<file path="config.mk">
export PLATFORM = sky130hd
export DESIGN_NAME = pwm_timer_module
export DESIGN_NICKNAME = d
export VERILOG_FILES = /design/src/rtl/pwm_timer_pkg.sv /design/src/rtl/pwm_match_channel.sv /design/src/rtl/pwm_timer_module.sv
export SDC_FILE = /design/constraint.sdc
export NUM_CORES = 1
export LEC_CHECK = 0
export ABC_CLOCK_PERIOD_IN_PS = 2240
export BUFFER_PORTS_ARGS = -buffer_cell sky130_fd_sc_hd__buf_4
export CAP_MARGIN = 20
export CORE_MARGIN = 4
export CORE_UTILIZATION = 45
export CTS_CLUSTER_SIZE = 28
export DETAILED_ROUTE_END_ITERATION = 10
export PLACE_DENSITY_LB_ADDON = 0.3
export SKIP_LAST_GASP = 1
export SLEW_MARGIN = 20
export SYNTH_ARGS = -nofsm -noshare
export SYNTH_HDL_FRONTEND = slang
export SYNTH_SLANG_ARGS = --single-unit
</file>
<file path="constraint.sdc">
create_clock -name clk_i -period 2.24 [get_ports clk_i]
set_clock_uncertainty 0.15 [all_clocks]
set_input_delay 0.224 -clock clk_i [delete_from_list [all_inputs] [get_ports clk_i]]
set_output_delay 0.224 -clock clk_i [all_outputs]
set_load 0.005 [all_outputs]
</file>
<file path="src/rtl/pwm_timer_pkg.sv">
package pwm_timer_pkg;
    // Data path widths and channel count
    localparam int CNT_W = 16;
    localparam int SKIP_W = 5;
    localparam int NUM_CH = 2;
    localparam int IRQ_W = 2;
    localparam int ADDR_W = 8;

    // Register byte offsets
    localparam logic [ADDR_W-1:0] OFS_STATUS_CONTROL = 8'h00;
    localparam logic [ADDR_W-1:0] OFS_COUNT_LIMIT = 8'h04;
    localparam logic [ADDR_W-1:0] OFS_COUNTER_START = 8'h08;
    localparam logic [ADDR_W-1:0] OFS_COUNTER = 8'h0c;
    localparam logic [ADDR_W-1:0] OFS_SETUP = 8'h10;
    localparam logic [ADDR_W-1:0] OFS_BUFFER_LOAD = 8'h14;
    localparam logic [ADDR_W-1:0] OFS_MATCH0 = 8'h18;
    localparam logic [ADDR_W-1:0] OFS_MATCH1 = 8'h1c;
    localparam logic [ADDR_W-1:0] OFS_IRQ_STATUS = 8'h20;
    localparam logic [ADDR_W-1:0] OFS_IRQ_MASK = 8'h24;

    // Field positions
    localparam int CTL_EN_BIT = 0;
    localparam int CTL_IE_BIT = 6;
    localparam int CTL_FLAG_BIT = 7;
    localparam int LOAD_PERMIT_BIT = 9;
    localparam int IRQ_OVF_BIT = 0;
    localparam int IRQ_LOAD_BIT = 1;

    // Reset values
    localparam logic [CNT_W-1:0] LIMIT_RST = 16'hffff;
    localparam logic [CNT_W-1:0] START_RST = 16'h0000;
    localparam logic [CNT_W-1:0] MATCH_RST = 16'h0000;
    localparam logic [SKIP_W-1:0] SKIP_RST = 5'h00;
    localparam logic [IRQ_W-1:0] IRQ_RST = 2'h0;
endpackage

</file>
<file path="src/rtl/pwm_match_channel.sv">
`timescale 1ns/1ps
`default_nettype none
module pwm_match_channel (
    input wire logic clk_i,                                 // Module clock
    input wire logic srst_i,                                // Sync reset, high
    input wire logic wr_i,                                  // Write buffered match value
    input wire logic [pwm_timer_pkg::CNT_W-1:0] wdata_i,    // Merged write data
    input wire logic load_i,                                // Buffer to active transfer
    input wire logic [pwm_timer_pkg::CNT_W-1:0] cnt_i,      // Counter value
    output logic [pwm_timer_pkg::CNT_W-1:0] buf_o,          // Buffered value, read back
    output logic pwm_o                                      // High while counter below match
);
    import pwm_timer_pkg::*;

    logic [CNT_W-1:0] active_r;

    // Software side holding value
    always_ff @(posedge clk_i) begin
        if (srst_i) begin
            buf_o <= MATCH_RST;
        end else if (wr_i) begin
            buf_o <= wdata_i;
        end
    end

    // Active value moves only on a permitted load
    always_ff @(posedge clk_i) begin
        if (srst_i) begin
            active_r <= MATCH_RST;
        end else if (load_i) begin
            active_r <= buf_o;
        end
    end

    // Compare output
    always_ff @(posedge clk_i) begin
        if (srst_i) begin
            pwm_o <= 1'b0;
        end else begin
            pwm_o <= (cnt_i < active_r);
        end
    end
endmodule
`default_nettype wire

</file>
<file path="src/rtl/pwm_timer_module.sv">
// What this block does
// - Buffer load control takes 8, 16 and 32-bit writes; narrow ones keep load permit unless they write byte lane 1.
// - Load permit set lets buffered limit, start and match values load; clear blocks.
// - Overflow flag clears by reading status while set, then writing zero.
// - Nonzero skip setting: count overflows, compare against setting before flagging.
// - Overflow interrupt high while flag and enable both set; drops with flag.
// - Skip setting zero: every overflow sets the flag.
//
// Implementation choices: the register addresses and the APB interface to the registers.
`timescale 1ns/1ps
`default_nettype none
module pwm_timer_module (
    input wire logic clk_i,                                 // Module clock, 100 MHz
    input wire logic srst_i,                                // Sync reset, high
    input wire logic psel_i,                                // APB select
    input wire logic penable_i,                             // APB enable
    input wire logic pwrite_i,                              // APB direction
    input wire logic [pwm_timer_pkg::ADDR_W-1:0] paddr_i,   // APB byte address
    input wire logic [31:0] pwdata_i,                       // APB write data
    input wire logic [3:0] pstrb_i,                         // APB byte strobes
    output logic [31:0] prdata_o,                           // APB read data
    output logic pready_o,                                  // APB ready
    output logic pslverr_o,                                 // APB error, unmapped
    output logic [pwm_timer_pkg::NUM_CH-1:0] pwm_o,         // Channel compare outputs
    output logic overflow_irq_o,                            // Overflow interrupt level
    output logic irq_o                                      // Masked sticky interrupt
);
    import pwm_timer_pkg::*;

    logic run_en_r, ovf_ie_r, ovf_flag_r, clr_armed_r, load_permit_r;
    logic [CNT_W-1:0] limit_buf_r, limit_r, start_buf_r, start_r, cnt_r;
    logic [SKIP_W-1:0] skip_r, skip_cnt_r;
    logic [IRQ_W-1:0] irq_stat_r, irq_mask_r;
    logic [CNT_W-1:0] match_buf [NUM_CH];
    logic [31:0] rd_nxt, wdat;
    logic hit, wr_acc, rd_acc, ovf_evt, load_evt, ovf_set, flag_clr;
    logic flag_nxt, ie_nxt;
    logic [IRQ_W-1:0] evt, irq_stat_nxt, irq_mask_nxt;

    // Byte lane merge so narrow writes touch only their lanes
    function automatic logic [31:0] merge(input logic [31:0] old, input logic [31:0] nw,
                                          input logic [3:0] st);
        logic [31:0] res;
        res = old;
        for (int i = 0; i < 4; i++) begin
            if (st[i]) begin
                res[8*i+:8] = nw[8*i+:8];
            end
        end
        return res;
    endfunction

    // Access phase strobes; effects land on the edge that sees pready
    assign wr_acc = psel_i & penable_i & pready_o & pwrite_i;
    assign rd_acc = psel_i & penable_i & pready_o & ~pwrite_i;
    assign wdat = merge(rd_nxt, pwdata_i, pstrb_i);

    // Read mux and address decode
    always_comb begin
        rd_nxt = '0;
        hit = 1'b1;
        if (paddr_i == OFS_STATUS_CONTROL) begin
            rd_nxt[CTL_EN_BIT] = run_en_r;
            rd_nxt[CTL_IE_BIT] = ovf_ie_r;
            rd_nxt[CTL_FLAG_BIT] = ovf_flag_r;
        end else if (paddr_i == OFS_COUNT_LIMIT) begin
            rd_nxt[CNT_W-1:0] = limit_buf_r;
        end else if (paddr_i == OFS_COUNTER_START) begin
            rd_nxt[CNT_W-1:0] = start_buf_r;
        end else if (paddr_i == OFS_COUNTER) begin
            rd_nxt[CNT_W-1:0] = cnt_r;
        end else if (paddr_i == OFS_SETUP) begin
            rd_nxt[SKIP_W-1:0] = skip_r;
        end else if (paddr_i == OFS_BUFFER_LOAD) begin
            rd_nxt[LOAD_PERMIT_BIT] = load_permit_r;
        end else if (paddr_i == OFS_MATCH0) begin
            rd_nxt[CNT_W-1:0] = match_buf[0];
        end else if (paddr_i == OFS_MATCH1) begin
            rd_nxt[CNT_W-1:0] = match_buf[1];
        end else if (paddr_i == OFS_IRQ_STATUS) begin
            rd_nxt[IRQ_W-1:0] = irq_stat_r;
        end else if (paddr_i == OFS_IRQ_MASK) begin
            rd_nxt[IRQ_W-1:0] = irq_mask_r;
        end else begin
            hit = 1'b0;
        end
    end

    // APB answer: one access cycle, data captured in setup
    always_ff @(posedge clk_i) begin
        if (srst_i) begin
            pready_o <= 1'b0;
            prdata_o <= '0;
            pslverr_o <= 1'b0;
        end else begin
            pready_o <= psel_i & ~penable_i;
            if (psel_i & ~penable_i) begin
                prdata_o <= pwrite_i ? '0 : rd_nxt;
                pslverr_o <= ~hit;
            end else begin
                pslverr_o <= 1'b0;
            end
        end
    end

    // Counter and overflow events
    assign ovf_evt = run_en_r & (cnt_r == limit_r);
    assign load_evt = ovf_evt & load_permit_r;
    always_ff @(posedge clk_i) begin
        if (srst_i) begin
            cnt_r <= START_RST;
        end else if (ovf_evt) begin
            cnt_r <= load_evt ? start_buf_r : start_r;
        end else if (run_en_r) begin
            cnt_r <= CNT_W'(cnt_r + 1'h1);
        end
    end

    // Active limit and start value follow buffers only when permitted
    always_ff @(posedge clk_i) begin
        if (srst_i) begin
            limit_r <= LIMIT_RST;
            start_r <= START_RST;
        end else if (load_evt) begin
            limit_r <= limit_buf_r;
            start_r <= start_buf_r;
        end
    end

    // Software values: buffered limit and start, direct skip, mask and run enable
    always_ff @(posedge clk_i) begin
        if (srst_i) begin
            limit_buf_r <= LIMIT_RST;
            start_buf_r <= START_RST;
            skip_r <= SKIP_RST;
            irq_mask_r <= IRQ_RST;
            run_en_r <= 1'b0;
        end else if (wr_acc) begin
            if (paddr_i == OFS_COUNT_LIMIT) begin
                limit_buf_r <= wdat[CNT_W-1:0];
            end else if (paddr_i == OFS_COUNTER_START) begin
                start_buf_r <= wdat[CNT_W-1:0];
            end else if (paddr_i == OFS_SETUP) begin
                skip_r <= wdat[SKIP_W-1:0];
            end else if (paddr_i == OFS_IRQ_MASK) begin
                irq_mask_r <= wdat[IRQ_W-1:0];
            end else if (paddr_i == OFS_STATUS_CONTROL) begin
                run_en_r <= wdat[CTL_EN_BIT];
            end
        end
    end

    // Load permit: software sets or clears, a load clears it, write wins
    always_ff @(posedge clk_i) begin
        if (srst_i) begin
            load_permit_r <= 1'b0;
        end else if (wr_acc && paddr_i == OFS_BUFFER_LOAD) begin
            load_permit_r <= wdat[LOAD_PERMIT_BIT];
        end else if (load_evt) begin
            load_permit_r <= 1'b0;
        end
    end

    // Match channels
    for (genvar ch = 0; ch < NUM_CH; ch++) begin : g_ch
        pwm_match_channel u_ch (
            .clk_i(clk_i),
            .srst_i(srst_i),
            .wr_i(wr_acc && paddr_i == (OFS_MATCH0 + ADDR_W'(4 * ch))),
            .wdata_i(wdat[CNT_W-1:0]),
            .load_i(load_evt),
            .cnt_i(cnt_r),
            .buf_o(match_buf[ch]),
            .pwm_o(pwm_o[ch])
        );
    end

    // Overflow skip counting; setting zero flags every overflow
    assign ovf_set = ovf_evt & ((skip_r == '0) ||
        ((SKIP_W + 1)'(skip_cnt_r) + (SKIP_W + 1)'(1) >= (SKIP_W + 1)'(skip_r)));
    always_ff @(posedge clk_i) begin
        if (srst_i) begin
            skip_cnt_r <= '0;
        end else if (ovf_set) begin
            skip_cnt_r <= '0;
        end else if (ovf_evt) begin
            skip_cnt_r <= SKIP_W'(skip_cnt_r + 1'h1);
        end
    end

    // Flag next state: a new overflow beats a clear
    assign flag_clr = wr_acc && paddr_i == OFS_STATUS_CONTROL && clr_armed_r
                      && !wdat[CTL_FLAG_BIT];
    always_comb begin
        flag_nxt = ovf_flag_r;
        ie_nxt = ovf_ie_r;
        if (ovf_set) begin
            flag_nxt = 1'b1;
        end else if (flag_clr) begin
            flag_nxt = 1'b0;
        end
        if (wr_acc && paddr_i == OFS_STATUS_CONTROL) begin
            ie_nxt = wdat[CTL_IE_BIT];
        end
    end

    // Flag, enable, and the clear arming by a read that saw the flag
    always_ff @(posedge clk_i) begin
        if (srst_i) begin
            ovf_flag_r <= 1'b0;
            ovf_ie_r <= 1'b0;
            clr_armed_r <= 1'b0;
            overflow_irq_o <= 1'b0;
        end else begin
            ovf_flag_r <= flag_nxt;
            ovf_ie_r <= ie_nxt;
            overflow_irq_o <= flag_nxt & ie_nxt;
            if (rd_acc && paddr_i == OFS_STATUS_CONTROL) begin
                clr_armed_r <= prdata_o[CTL_FLAG_BIT];
            end else if (wr_acc && paddr_i == OFS_STATUS_CONTROL) begin
                clr_armed_r <= 1'b0;
            end
        end
    end

    // Sticky status, cleared by reading it; only bits shown are cleared
    assign evt = {load_evt, ovf_set};
    always_comb begin
        irq_stat_nxt = irq_stat_r | evt;
        irq_mask_nxt = irq_mask_r;
        if (rd_acc && paddr_i == OFS_IRQ_STATUS) begin
            irq_stat_nxt = (irq_stat_r & ~prdata_o[IRQ_W-1:0]) | evt;
        end
        if (wr_acc && paddr_i == OFS_IRQ_MASK) begin
            irq_mask_nxt = wdat[IRQ_W-1:0];
        end
    end
    always_ff @(posedge clk_i) begin
        if (srst_i) begin
            irq_stat_r <= IRQ_RST;
            irq_o <= 1'b0;
        end else begin
            irq_stat_r <= irq_stat_nxt;
            irq_o <= |(irq_stat_nxt & irq_mask_nxt);
        end
    end

    // Checks
    AST_NARROW_KEEP: assert property (@(posedge clk_i) disable iff (srst_i)
        (wr_acc && paddr_i == OFS_BUFFER_LOAD && !pstrb_i[1] && !load_evt)
        |=> load_permit_r == $past(load_permit_r))
        else $error("narrow write changed load permit");
    AST_BLOCKED: assert property (@(posedge clk_i) disable iff (srst_i)
        (ovf_evt && !load_permit_r) |=> $stable(limit_r) && $stable(start_r))
        else $error("active values moved without permit");
    AST_LOADED: assert property (@(posedge clk_i) disable iff (srst_i)
        load_evt |=> limit_r == $past(limit_buf_r) && start_r == $past(start_buf_r))
        else $error("permitted load did not copy buffers");
    AST_CLEAR_NEEDS_READ: assert property (@(posedge clk_i) disable iff (srst_i)
        $fell(ovf_flag_r) |-> $past(clr_armed_r) && $past(wr_acc))
        else $error("flag cleared without read then write");
    AST_SKIP: assert property (@(posedge clk_i) disable iff (srst_i)
        (ovf_evt && skip_r > SKIP_W'(1) && !ovf_flag_r &&
         (SKIP_W + 1)'(skip_cnt_r) + (SKIP_W + 1)'(1) < (SKIP_W + 1)'(skip_r))
        |=> !ovf_flag_r)
        else $error("flag set before skip count reached");
    AST_EVERY: assert property (@(posedge clk_i) disable iff (srst_i)
        (ovf_evt && skip_r == '0) |=> ovf_flag_r ##1 1'b1)
        else $error("overflow with zero skip did not flag");
    AST_IRQ_LEVEL: assert property (@(posedge clk_i) disable iff (srst_i)
        overflow_irq_o == (ovf_flag_r && ovf_ie_r))
        else $error("overflow interrupt disagrees with flag and enable");
    AST_WRAP: assert property (@(posedge clk_i) disable iff (srst_i)
        (ovf_evt && !load_evt) |=> cnt_r == $past(start_r))
        else $error("counter did not reload start value");
    AST_COUNT: assert property (@(posedge clk_i) disable iff (srst_i)
        (run_en_r && cnt_r != limit_r) |=> cnt_r == CNT_W'($past(cnt_r) + 1'h1))
        else $error("counter did not advance");
endmodule
`default_nettype wire

</file>
==> results.md, run 1 <==
* Placed cells at roughly 1.6k
* Final Wtd Congestion at just under 1
* Number of remaining DRC errors at 0
* Critical Path RT at 2410 ps
* Clock Path Buffers at 2
* PortBufs at between 50 and 60
* EDFF count, synth at 0
* First-pass GRT wire length at about 49,000 microns
* Filler cell count at around 1.9k
* Leak pwr at around 0.0045 uW
* Largest net degree at the start of global routing at 48
* Footprint of the multi-input gates at between 5000 and 6000 sq um
* Final period utilization at 0.9892
* Most frequent cell after synthesis: dfxtp_1
* Drt first pass iters at 5
* Non-filler cells, final at 1,614
* Data arrival, critical path at approximately 2400 ps
* Die footprint at approximately 24,000 sq um
* Met3 routed WL at 2719 microns
* Worst setup SP type: register
* WL/cell at between 15 and 20 microns
* R2r worst-path depth at 10
* Area grow syn2layout at 22.34%
* Antenna Nets Post-Route at 0
* CP Capture Type: register
* Final hold vios at 0
* Finish-stage setup viols at 0
* Yosys warns at 0
* Max VDD drop at between 0.5 and 0.6 mV
* Ports at 87
* Pre-CTS setup slack at -202.4 ps
* Sequential fraction of the synthesis area at 0.3798
* Worst-margin pin slew at between 700 and 800 ps
* Worst-path fanout max at 8
* Most common flop cell mapped by yosys: dfxtp_1
* DRT iter0 DRCs at around 1.1k
* Yosys top cell by area: dfxtp_1
* Share of the synthesized area in the top cell type at 0.3798
* Routed Wire Length at between 30,000 and 40,000 microns
* Crit path launch: limit_r[5]$_SDFFE_PP1P_
* Max Cap Viol at 0
* Clock slew seen by the registers of the worst setup and hold paths at ~80 ps
* CP cell instances: xor2_1 -> nor4_2 -> nand3_1 -> buf_6 -> nor2_4 -> buf_12 -> buf_8 -> buf_4 -> o21ai_0 -> o2bb2ai_1
* Max-slew violation count at 0
* Uppermost layer routed: met4
* ANT cells at 0
* RSZ-0062 raised after global routing: true
* PD cells at 571.9 nW/um^2
* H-tree depth at 4
* Synth Cell Area at about 10000 sq um
* Worst rel slew slack at 0.5225
* Sink Count at 185
* Total Routing Usage GR at 0.2566
* Slowest-stage cell, CP: nor4_2
* Post-synth top cells: dfxtp_1 (185), nand2_1 (163), nor2_1 (133)
* Die height at about 160 microns
* Core ar. at 21,150 sq um
* HP Class: primary input to register
* Initial antenna violation count at 0
* Detailed-route via count at approximately 9.3k
* Reg2reg end: cnt_r[6]$_SDFFE_PP0P_
* F_max at around 450 MHz
* Nets at around 1.4k
* Syn_area_per_cell at ~8 sq um
* CTS tree: done
* CTS buffer count at 17
* Die Wd at ~160 microns
* Standard-cell rows at 53
* Worst setup path endpoint: cnt_r[6]$_SDFFE_PP0P_
* Proportion of layout cells with a drive suffix above 1 at 0.2039
* Status: finished clean
* Wl on met1 at 14,240 microns
* Worst r2r src: limit_r[5]$_SDFFE_PP1P_
* Final min period at between 2000 and 2500 ps
* CP max stage delay at between 300 and 400 ps
* Asr flop ratio synth at 0
* Vias in the first global route at between 8k and 9k
* Setup ws final at 24.11 ps
* Clk_lat worst skew at around 440 ps
* Synth Register Bits at roughly 190
* Reg2Reg Setup Slack at ~24 ps
* Routed wl met2 at between 10,000 and 15,000 microns
* Syn Inst Count at 1,214
* FF/Latch Area at between 3000 and 4000 sq um
* Largest cells by area after synthesis: dfxtp_1 (38%), nand2_1 (6.3%), nor2_1 (5.1%)
* Initial Util at 0.4609
* Critical path class: register to register
* Count of cell types in the netlist at 74
* Remaining global-route overflow at 0
* DPL Wire Length at 23,420 microns
* DR vias/cell at between 5 and 6
* Clock root cell: clkbuf_16
-- layer usage --
layer / track usage / vias to the layer above
li1: - / 4469
met1: 0.3794 / 4385
met2: 0.3841 / 429
met3: 0.04172 / 53
met4: 0.07878 / 0
met5: 0 / -
-- worst min path at each step --
stage,startpoint,cells past startpoint,slack [ps],end
2_1_floorplan,pwrite_i,2,260,prdata_o[6]$_SDFFE_PP0P_
3_3_place_gp,start_r[9]$_SDFF_PP0_,2,290,start_r[9]$_SDFF_PP0_
3_5_place_dp,start_r[10]$_SDFF_PP0_,2,290,start_r[10]$_SDFF_PP0_
6_report,paddr_i[5],3,10,pslverr_o$_SDFF_PP0_
4_1_cts,paddr_i[5],3,10,pslverr_o$_SDFF_PP0_
5_1_grt,paddr_i[5],3,30,pslverr_o$_SDFF_PP0_
-- cell usage in the layout (no fill, tap or decap), types with 21 or more instances in the layout --
master,instances
a211oi_1,55
a21oi_1,96
buf_4,166
dfxtp_1,180
ha_1,35
inv_1,51
mux2i_1,34
nand2_1,163
nand2b_1,21
nor2_1,132
o21ai_0,35
-- through the flow --
stage / util / area [sq um] / hold WS [ps] / TNS, ps / power (uW)
floorplan: - / 9807 / 256.5 / 0 / 3657
global placement: 0.5242 / 11090 / 285.6 / -1824 / 3844
detailed placement: 0.5242 / 11090 / 290.8 / -4285 / 3846
CTS: 0.5531 / 11700 / 12.58 / -4.023 / 6833
global route: 0.5639 / 11930 / 25.90 / -749.9 / 7018
finish: 0.5639 / 11930 / 10.82 / 0 / 6823
-- cells by family (layout without fill, tap and decap cells) --
family,after synthesis,in the layout,synth area share
flip-flops,185,185,0.3798
multiplexers,47,47,0.04992
AND/OR/NAND/NOR,460,460,0.2225
buffers and inverters,155,265,0.06981
AO/OA/AOI/OAI,306,306,0.2094
XOR/XNOR,23,23,0.02066
other,1,16,0.0003846
adder cells (fa/ha/maj),37,37,0.04748
-- flip-flops by register name (all words and copies together) (netlist names), 2 cells and up --
register            count
irq_mask_r              2
g_ch.u_ch.buf_o        32
skip_cnt_r              5
prdata_o               16
g_ch.u_ch.active_r     32
limit_buf_r            16
g_ch.u_ch.pwm_o         2
limit_r                16
start_buf_r            16
cnt_r                  16
irq_stat_r              2
start_r                16
skip_r                  5
-- power breakdown --
group	internal [uW]	switching (uW)	leakage, uW
logic	194	291	0.00269
registers	3290	5.06	0.00149
clock network	1590	1450	0.000285
-- timing repair --
action                                 4_1_cts  5_1_grt
hold buffers                                 1        0
gates resized for setup                      5       46
setup buffers                                0        6
pin swaps                                    1       17
setup endpoints to repair                   15       53
endpoints found under the hold margin        2        0
-- cell type report --
type | instances | share of cell area
multi-input combinational | 889 | 0.4708
sequential | 185 | 0.3112
inverter | 53 | 0.01668
timing repair buffer | 180 | 0.1238
clock inverter | 14 | 0.01269
tap | 275 | 0.02884
clock buffer | 18 | 0.03598
-- critical path: cells and delay by family, from the launching register on --
kind,cells,cell delay [ps]
compound gates,2,240
xor+xnor,1,170
buf+inv,4,590
flops,1,330
simple gates,3,620
Power figures use the tool's default switching activity.
==> run 2: changes to the inputs <==
Settings changed: SETUP_SLACK_MARGIN set to 0.5.
==> results.md, run 2 (synthesized netlist as in run 1, its figures left out) <==
* Status: finished, violations left (was finished clean)
* Failing checks: hold timing, setup timing
* Most frequent cells in the layout: buf_4 (171), dfxtp_1 (166), nand2_1 (158) (was dfxtp_1 (180), buf_4 (166), nand2_1 (163))
* DP Area at 11,280 sq um (was 11,090 sq um)
* PortBufs at 52 (unchanged)
* Worst-margin pin slew at 619.9 ps (was 712.9 ps)
* Data arrival, critical path at 2530 ps (was 2390 ps)
* CTS tree: done (unchanged)
* Worst setup SP type: register (unchanged)
* Slowest-stage cell, CP: nor4_4 (was nor4_2)
* Commonest non-fill, non-tap cell in the layout: buf_4 (was dfxtp_1)
* Final min period at 2360 ps (was 2216 ps)
* Cell family with most CP delay: simple AND/OR/NAND/NOR gates (unchanged)
* Final hold vios at 1 (was 0)
* Drt first pass iters at 5 (unchanged)
* Final period utilization at 1.054 (was 0.9892)
* Max-slew violation count at 0 (unchanged)
* Initial Util at 0.4609 (unchanged)
* Clk_lat worst skew at 440 ps (about the same)
* Largest net degree at the start of global routing at 54 (was 48)
* Initial antenna violation count at 0 (unchanged)
* Final Wtd Congestion at 0.9525 (was 0.9638)
* DRT iter0 DRCs at 1,229 (was 1,128)
* F_max at 423.7 MHz (was 451.3 MHz)
* CP max stage delay at 350 ps (was 370 ps)
* Proportion of layout cells with a drive suffix above 1 at 0.3403 (was 0.2039)
* ANT cells at 0 (unchanged)
* Nets at 1,463 (was 1,412)
* Number of remaining DRC errors at 0 (unchanged)
* Critical Path RT at 2410 ps (about the same)
* WHS Path Cells at 3 (unchanged)
* Switch share at 0.2644 (was 0.2560)
* Clock root cell: clkbuf_16 (unchanged)
* Routed Wire Length at 34,250 microns (was 31,470 microns)
* Clock Path Buffers at 2 (unchanged)
* Fin area at 13,590 sq um (was 11,930 sq um)
* R2r worst-path depth at 10 (unchanged)
* Number of cells on the critical path at 10 (unchanged)
* Leak pwr at 0.005020 uW (was 0.004473 uW)
* Non-filler cells, final at 1,665 (was 1,614)
* Die footprint at 24,090 sq um (unchanged)
* Total Routing Usage GR at 0.2573 (was 0.2566)
* Antenna Nets Post-Route at 0 (unchanged)
* Gate power share at 0.091 (was 0.071)
* Setup ws final at -120.1 ps (was 24.11 ps)
* Sink Count at 185 (unchanged)
* DPL Wire Length at 23,140 microns (was 23,420 microns)
* CP cell instances: xor2_2 -> nor4_4 -> nand3_1 -> buf_6 -> nor2_4 -> buf_12 -> clkbuf_16 -> buf_4 -> o21ai_0 -> o2bb2ai_1 (was xor2_1 -> nor4_2 -> nand3_1 -> buf_6 -> nor2_4 -> buf_12 -> buf_8 -> buf_4 -> o21ai_0 -> o2bb2ai_1)
* Clock slew seen by the registers of the worst setup and hold paths at 70 ps (was 80 ps)
* CTS buffer count at 17 (unchanged)
* Remaining global-route overflow at 0 (unchanged)
* Critical path class: register to register (unchanged)
* Max VDD drop at 0.5415 mV (was 0.5242 mV)
* Core ar. at 21,150 sq um (unchanged)
* DR vias/cell at 6.002 (was 5.784)
* HP Class: primary input to register (unchanged)
* WL/cell at 20.57 microns (was 19.50 microns)
* CP Capture Type: register (unchanged)
* H-tree depth at 4 (unchanged)
* Standard-cell rows at 53 (unchanged)
* Vias in the first global route at 8,822 (was 8,652)
* P_int at 5140 uW (was 5076 uW)
* PD cells at 514.1 nW/um^2 (was 571.9 nW/um^2)
* Die Wd at 155.2 microns (unchanged)
* Filler cell count at 1,571 (was 1,896)
* Detailed-route via count at 9,993 (was 9,336)
* First-pass GRT wire length at 49,120 microns (was 48,620 microns)
* Worst rel slew slack at 0.5867 (was 0.5225)
* Worst-path fanout max at 5 (was 8)
* Clock power share at 0.437 (was 0.445)
* P_sw at 1847 uW (was 1747 uW)
* Largest regs: g_ch.u_ch.active_r (32), g_ch.u_ch.buf_o (32) (unchanged)
* Worst hold slack at -1.258 ps (was 10.82 ps)
* Ports at 87 (unchanged)
* CP bufs+invs at 4 (unchanged)
* Placed cells at 1,568 (was 1,575)
* RSZ-0062 raised after global routing: true (unchanged)
* Area grow syn2layout at 39.38% (was 22.34%)
* Reg power frac at 0.472 (was 0.484)
* Max Cap Viol at 0 (unchanged)
* Finish-stage setup viols at 18 (was 0)
* Die height at 155.2 microns (unchanged)
==> run 2: cell types whose count changed in the layout (fill, tap and decap cells not counted), sizes merged <==
| cell | delta |
|---|---|
| buf | +43 |
| clkbuf | +5 |
| clkinv | +4 |
| inv | -2 |
| dlygate4sd3 | +2 |
| clkinvlp | -1 |
==> run 2: cell type report <==
cell class / count / area (sq um) / area share
tap: 275 / 344.1 / 0.02532
inverter: 53 / 203.9 / 0.01501
timing repair buffer: 231 / 2140 / 0.1574
sequential: 185 / 3740 / 0.2752
clock buffer: 17 / 425.4 / 0.03130
multi-input combinational: 889 / 6575 / 0.4838
clock inverter: 15 / 162.7 / 0.01197
==> run 2: worst register-to-register path: cells and delay by family, from the launching register on <==
family	cells	cell delay, ps
buffers and inverters	4	580
and+or+nand+nor	3	710
DFF	1	340
xor gates and xnor gates	1	190
AOI/OAI and AO/OA	2	270
==> run 2: power groups by stage <==
stage                     combinational [uW]  clock [uW]  sequential (uW)
after floorplan                          313           0             3380
after global placement                   501           0             3380
after detailed placement                 503           0             3380
after CTS                                513        3070             3300
after global routing                     675        3200             3290
final                                    639        3050             3290
==> run 2: stage by stage <==
step | TNS [ps] | worst slack (ps) | utilization | total power [uW]
after floorplan | 0 | 139.1 | - | 3692
final | -553.6 | -120.1 | 0.6425 | 6986
after detailed placement | -289.8 | -71.64 | 0.5332 | 3880
after CTS | 0 | 61.04 | 0.5759 | 6876
after global placement | -11.41 | -7.485 | 0.5332 | 3878
after global routing | -3324 | -234.3 | 0.6425 | 7166
==> run 2: timing repair <==
action                                 4_1_cts  5_1_grt
resized for setup                           61      197
hold buffers                                 2        1
endpoints found under the hold margin        2        1
setup buffers                                9       44
cloned                                       0        9
pin swaps                                   36       81
setup endpoints to repair                  150      169
==> run 2: per-layer routing <==
layer / vias to the layer above / GRT usage / share of wire
met4: 0 / 0.08962 / 0.038
met2: 556 / 0.3974 / 0.45
met3: 101 / 0.04145 / 0.090
met1: 4740 / 0.3658 / 0.42
met5: - / 0 / 0
li1: 4596 / - / -
==> run 2: final timing paths <==
| check | from | to | slack, ps |
|---|---|---|---|
| max | limit_r[7]$_SDFFE_PP1P_ | cnt_r[6]$_SDFFE_PP0P_ | -120 |
| min | pwdata_i[2] | limit_buf_r[2]$_SDFFE_PP1P_ | -1 |
| max reg2reg | limit_r[7]$_SDFFE_PP1P_ | cnt_r[6]$_SDFFE_PP0P_ | -120 |
| min reg2reg | g_ch[0].u_ch.active_r[4]$_SDFFE_PP0P_ | g_ch[0].u_ch.active_r[4]$_SDFFE_PP0P_ | 310 |
==> run 3: changes to the inputs <==
Settings changed: TNS_END_PERCENT set to 20.
==> results.md, run 3 (synthesized netlist as in run 1, its figures left out) <==
* Worst-margin pin slew at 728.3 ps (was 619.9 ps)
* HP Class: primary input to register (unchanged)
* Setup ws final at -48.83 ps (was -120.1 ps)
* Ports at 87 (unchanged)
* Hold path endpoint: clr_armed_r$_SDFFE_PP0P_ (was limit_buf_r[2]$_SDFFE_PP1P_)
* Critical path class: register to register (unchanged)
* Initial antenna violation count at 0 (unchanged)
* Finish-stage setup viols at 16 (was 18)
* PortBufs at 52 (unchanged)
* Antenna Nets Post-Route at 0 (unchanged)
* Total Routing Usage GR at 0.2580 (was 0.2573)
* Initial Util at 0.4609 (unchanged)
* Worst rel slew slack at 0.5122 (was 0.5867)
* Remaining global-route overflow at 0 (unchanged)
* Detailed-route via count at 9,537 (was 9,993)
* Critical Path RT at 2410 ps (about the same)
* RSZ-0062 raised after global routing: true (unchanged)
* Data arrival, critical path at 2460 ps (was 2530 ps)
* CP max stage delay at 350 ps (about the same)
* DRT iter0 DRCs at 1,213 (was 1,229)
* Clk_lat worst skew at 440 ps (about the same)
* CP cell instances: xor2_2 -> nor4_2 -> buf_4 -> nand3_4 -> buf_6 -> buf_4 -> nor2_4 -> buf_12 -> o31ai_1 -> a2111oi_0 (was xor2_2 -> nor4_4 -> nand3_1 -> buf_6 -> nor2_4 -> buf_12 -> clkbuf_16 -> buf_4 -> o21ai_0 -> o2bb2ai_1)
* Hold_sp: pwrite_i (was pwdata_i[2])
* Worst setup SP type: register (unchanged)
* Filler cell count at 1,833 (was 1,571)
* Area grow syn2layout at 26.14% (was 39.38%)
* Core ar. at 21,150 sq um (unchanged)
* Proportion of layout cells with a drive suffix above 1 at 0.2313 (was 0.3403)
* Worst-path fanout max at 12 (was 5)
* Worst r2r src: limit_r[1]$_SDFFE_PP1P_ (was limit_r[7]$_SDFFE_PP1P_)
* Drt first pass iters at 6 (was 5)
* Commonest non-fill, non-tap cell in the layout: dfxtp_1 (was buf_4)
* Die footprint at 24,090 sq um (unchanged)
* Leak pwr at 0.004745 uW (was 0.005020 uW)
* Largest net degree at the start of global routing at 62 (was 54)
* Max Cap Viol at 0 (unchanged)
* DPL Wire Length at 22,870 microns (was 23,140 microns)
* DP Area at 11,110 sq um (was 11,280 sq um)
* F_max at 436.9 MHz (was 423.7 MHz)
* Nets at 1,426 (was 1,463)
* CP Capture Type: register (unchanged)
* Reg2Reg Setup Slack at -50 ps (was -120 ps)
* R2r worst-path depth at 10 (unchanged)
* Status: finished, violations left (unchanged)
* Number of remaining DRC errors at 0 (unchanged)
* First-pass GRT wire length at 49,190 microns (was 49,120 microns)
* Power Total at 6860 uW (was 6986 uW)
* CTS buffer count at 17 (unchanged)
* Routed Wire Length at 31,960 microns (was 34,250 microns)
* H-tree depth at 4 (unchanged)
* Clock slew seen by the registers of the worst setup and hold paths at 70 ps (about the same)
* Clock root cell: clkbuf_16 (unchanged)
* Worst hold slack at 22.29 ps (was -1.258 ps)
* Final period utilization at 1.022 (was 1.054)
* Slowest-stage cell, CP: a2111oi_0 (was nor4_4)
* Die height at 155.2 microns (unchanged)
* CTS tree: done (unchanged)
* WL/cell at 19.63 microns (was 20.57 microns)
* Vias in the first global route at 8,898 (was 8,822)
* Fin Setup TNS at -347.4 ps (was -553.6 ps)
* Final Wtd Congestion at 0.9707 (was 0.9525)
* Final hold vios at 0 (was 1)
* Most frequent cells in the layout: dfxtp_1 (177), buf_4 (173), nand2_1 (151) (was buf_4 (171), dfxtp_1 (166), nand2_1 (158))
* Pre-CTS setup slack at -182.4 ps (was -71.64 ps)
* Fin area at 12,300 sq um (was 13,590 sq um)
* Max-slew violation count at 0 (unchanged)
* Final min period at 2289 ps (was 2360 ps)
* PD cells at 557.8 nW/um^2 (was 514.1 nW/um^2)
* Max VDD drop at 0.5091 mV (was 0.5415 mV)
* ANT cells at 0 (unchanged)
* Failing checks: setup timing (was hold timing, setup timing)
* Sink Count at 185 (unchanged)
* DR vias/cell at 5.858 (was 6.002)
* Standard-cell rows at 53 (unchanged)
* Die Wd at 155.2 microns (unchanged)
* Clock Path Buffers at 2 (unchanged)
* WHS Path Cells at 4 (was 3)
* Largest regs: g_ch.u_ch.active_r (32), g_ch.u_ch.buf_o (32) (unchanged)
* Reg2reg end: cnt_r[14]$_SDFFE_PP0P_ (was cnt_r[6]$_SDFFE_PP0P_)
* Worst path most repeated cell: buf_4
## run 3: metal layers
layer | share of wire | vias to the layer above | global-route usage
met5 | 0 | - | 0
met4 | 0.028 | 0 | 0.09212
met3 | 0.081 | 71 | 0.04951
met2 | 0.44 | 468 | 0.3848
met1 | 0.45 | 4496 | 0.3723
li1 | - | 4502 | -
## run 3: worst max-delay path: cells and delay by family (launching register included)
kind / cells / cell delay (ps)
AOI/OAI and AO/OA: 2 / 430
xor gates and xnor gates: 1 / 190
buffers and inverters: 4 / 600
DFF: 1 / 340
and+or+nand+nor: 3 / 450
## run 3: where the power goes
group / switching, uW / internal (uW) / total [uW] / leakage [uW]
Sequential: 4.82 / 3290 / 3300 / 0.00149
Combinational: 306 / 192 / 498 / 0.00297
Clock: 1390 / 1670 / 3060 / 0.000277
Total: 1700 / 5160 / 6860 / 0.00474
## run 3: worst max path at each step
stage                            startpoint                            endpoint  slack, ps  cells after the start
finish              limit_r[1]$_SDFFE_PP1P_              cnt_r[14]$_SDFFE_PP0P_        -50                     10
floorplan            cnt_r[10]$_SDFFE_PP0P_               cnt_r[9]$_SDFFE_PP0P_        140                      8
CTS                 limit_r[7]$_SDFFE_PP1P_               cnt_r[7]$_SDFFE_PP0P_        -50                     10
global placement                 paddr_i[4]          load_permit_r$_SDFFE_PP0P_       -120                      8
global route        limit_r[6]$_SDFFE_PP1P_              cnt_r[12]$_SDFFE_PP0P_       -130                     10
detailed placement               paddr_i[7]  g_ch[0].u_ch.buf_o[4]$_SDFFE_PP0P_       -180                      7
## run 3: layout make-up
| class | count | area [sq um] | area share |
|---|---|---|---|
| multi-input cells | 889 | 5753 | 0.4678 |
| flip-flops and latches | 185 | 3719 | 0.3023 |
| repair buffers | 194 | 1692 | 0.1375 |
| clock buffers | 18 | 429.2 | 0.03489 |
| well taps | 275 | 344.1 | 0.02798 |
| inverters | 53 | 198.9 | 0.01617 |
| clock inverters | 14 | 163.9 | 0.01333 |
## run 3: through the flow
step           cells    util
6_report        1628  0.5814
5_1_grt         1628  0.5814
4_1_cts         1623  0.5689
3_5_place_dp    1578  0.5250
3_3_place_gp    1578  0.5250
2_1_floorplan   1229       -
## run 3: what timing repair did
| action | in CTS | in global routing |
|---|---|---|
| setup buffers | 7 | 3 |
| hold buffers | 3 | 0 |
| cloned | 3 | 2 |
| pin swaps | 14 | 16 |
| hold endpoints to repair | 2 | 0 |
| setup endpoints to repair | 167 | 173 |
| gates resized for setup | 39 | 52 |
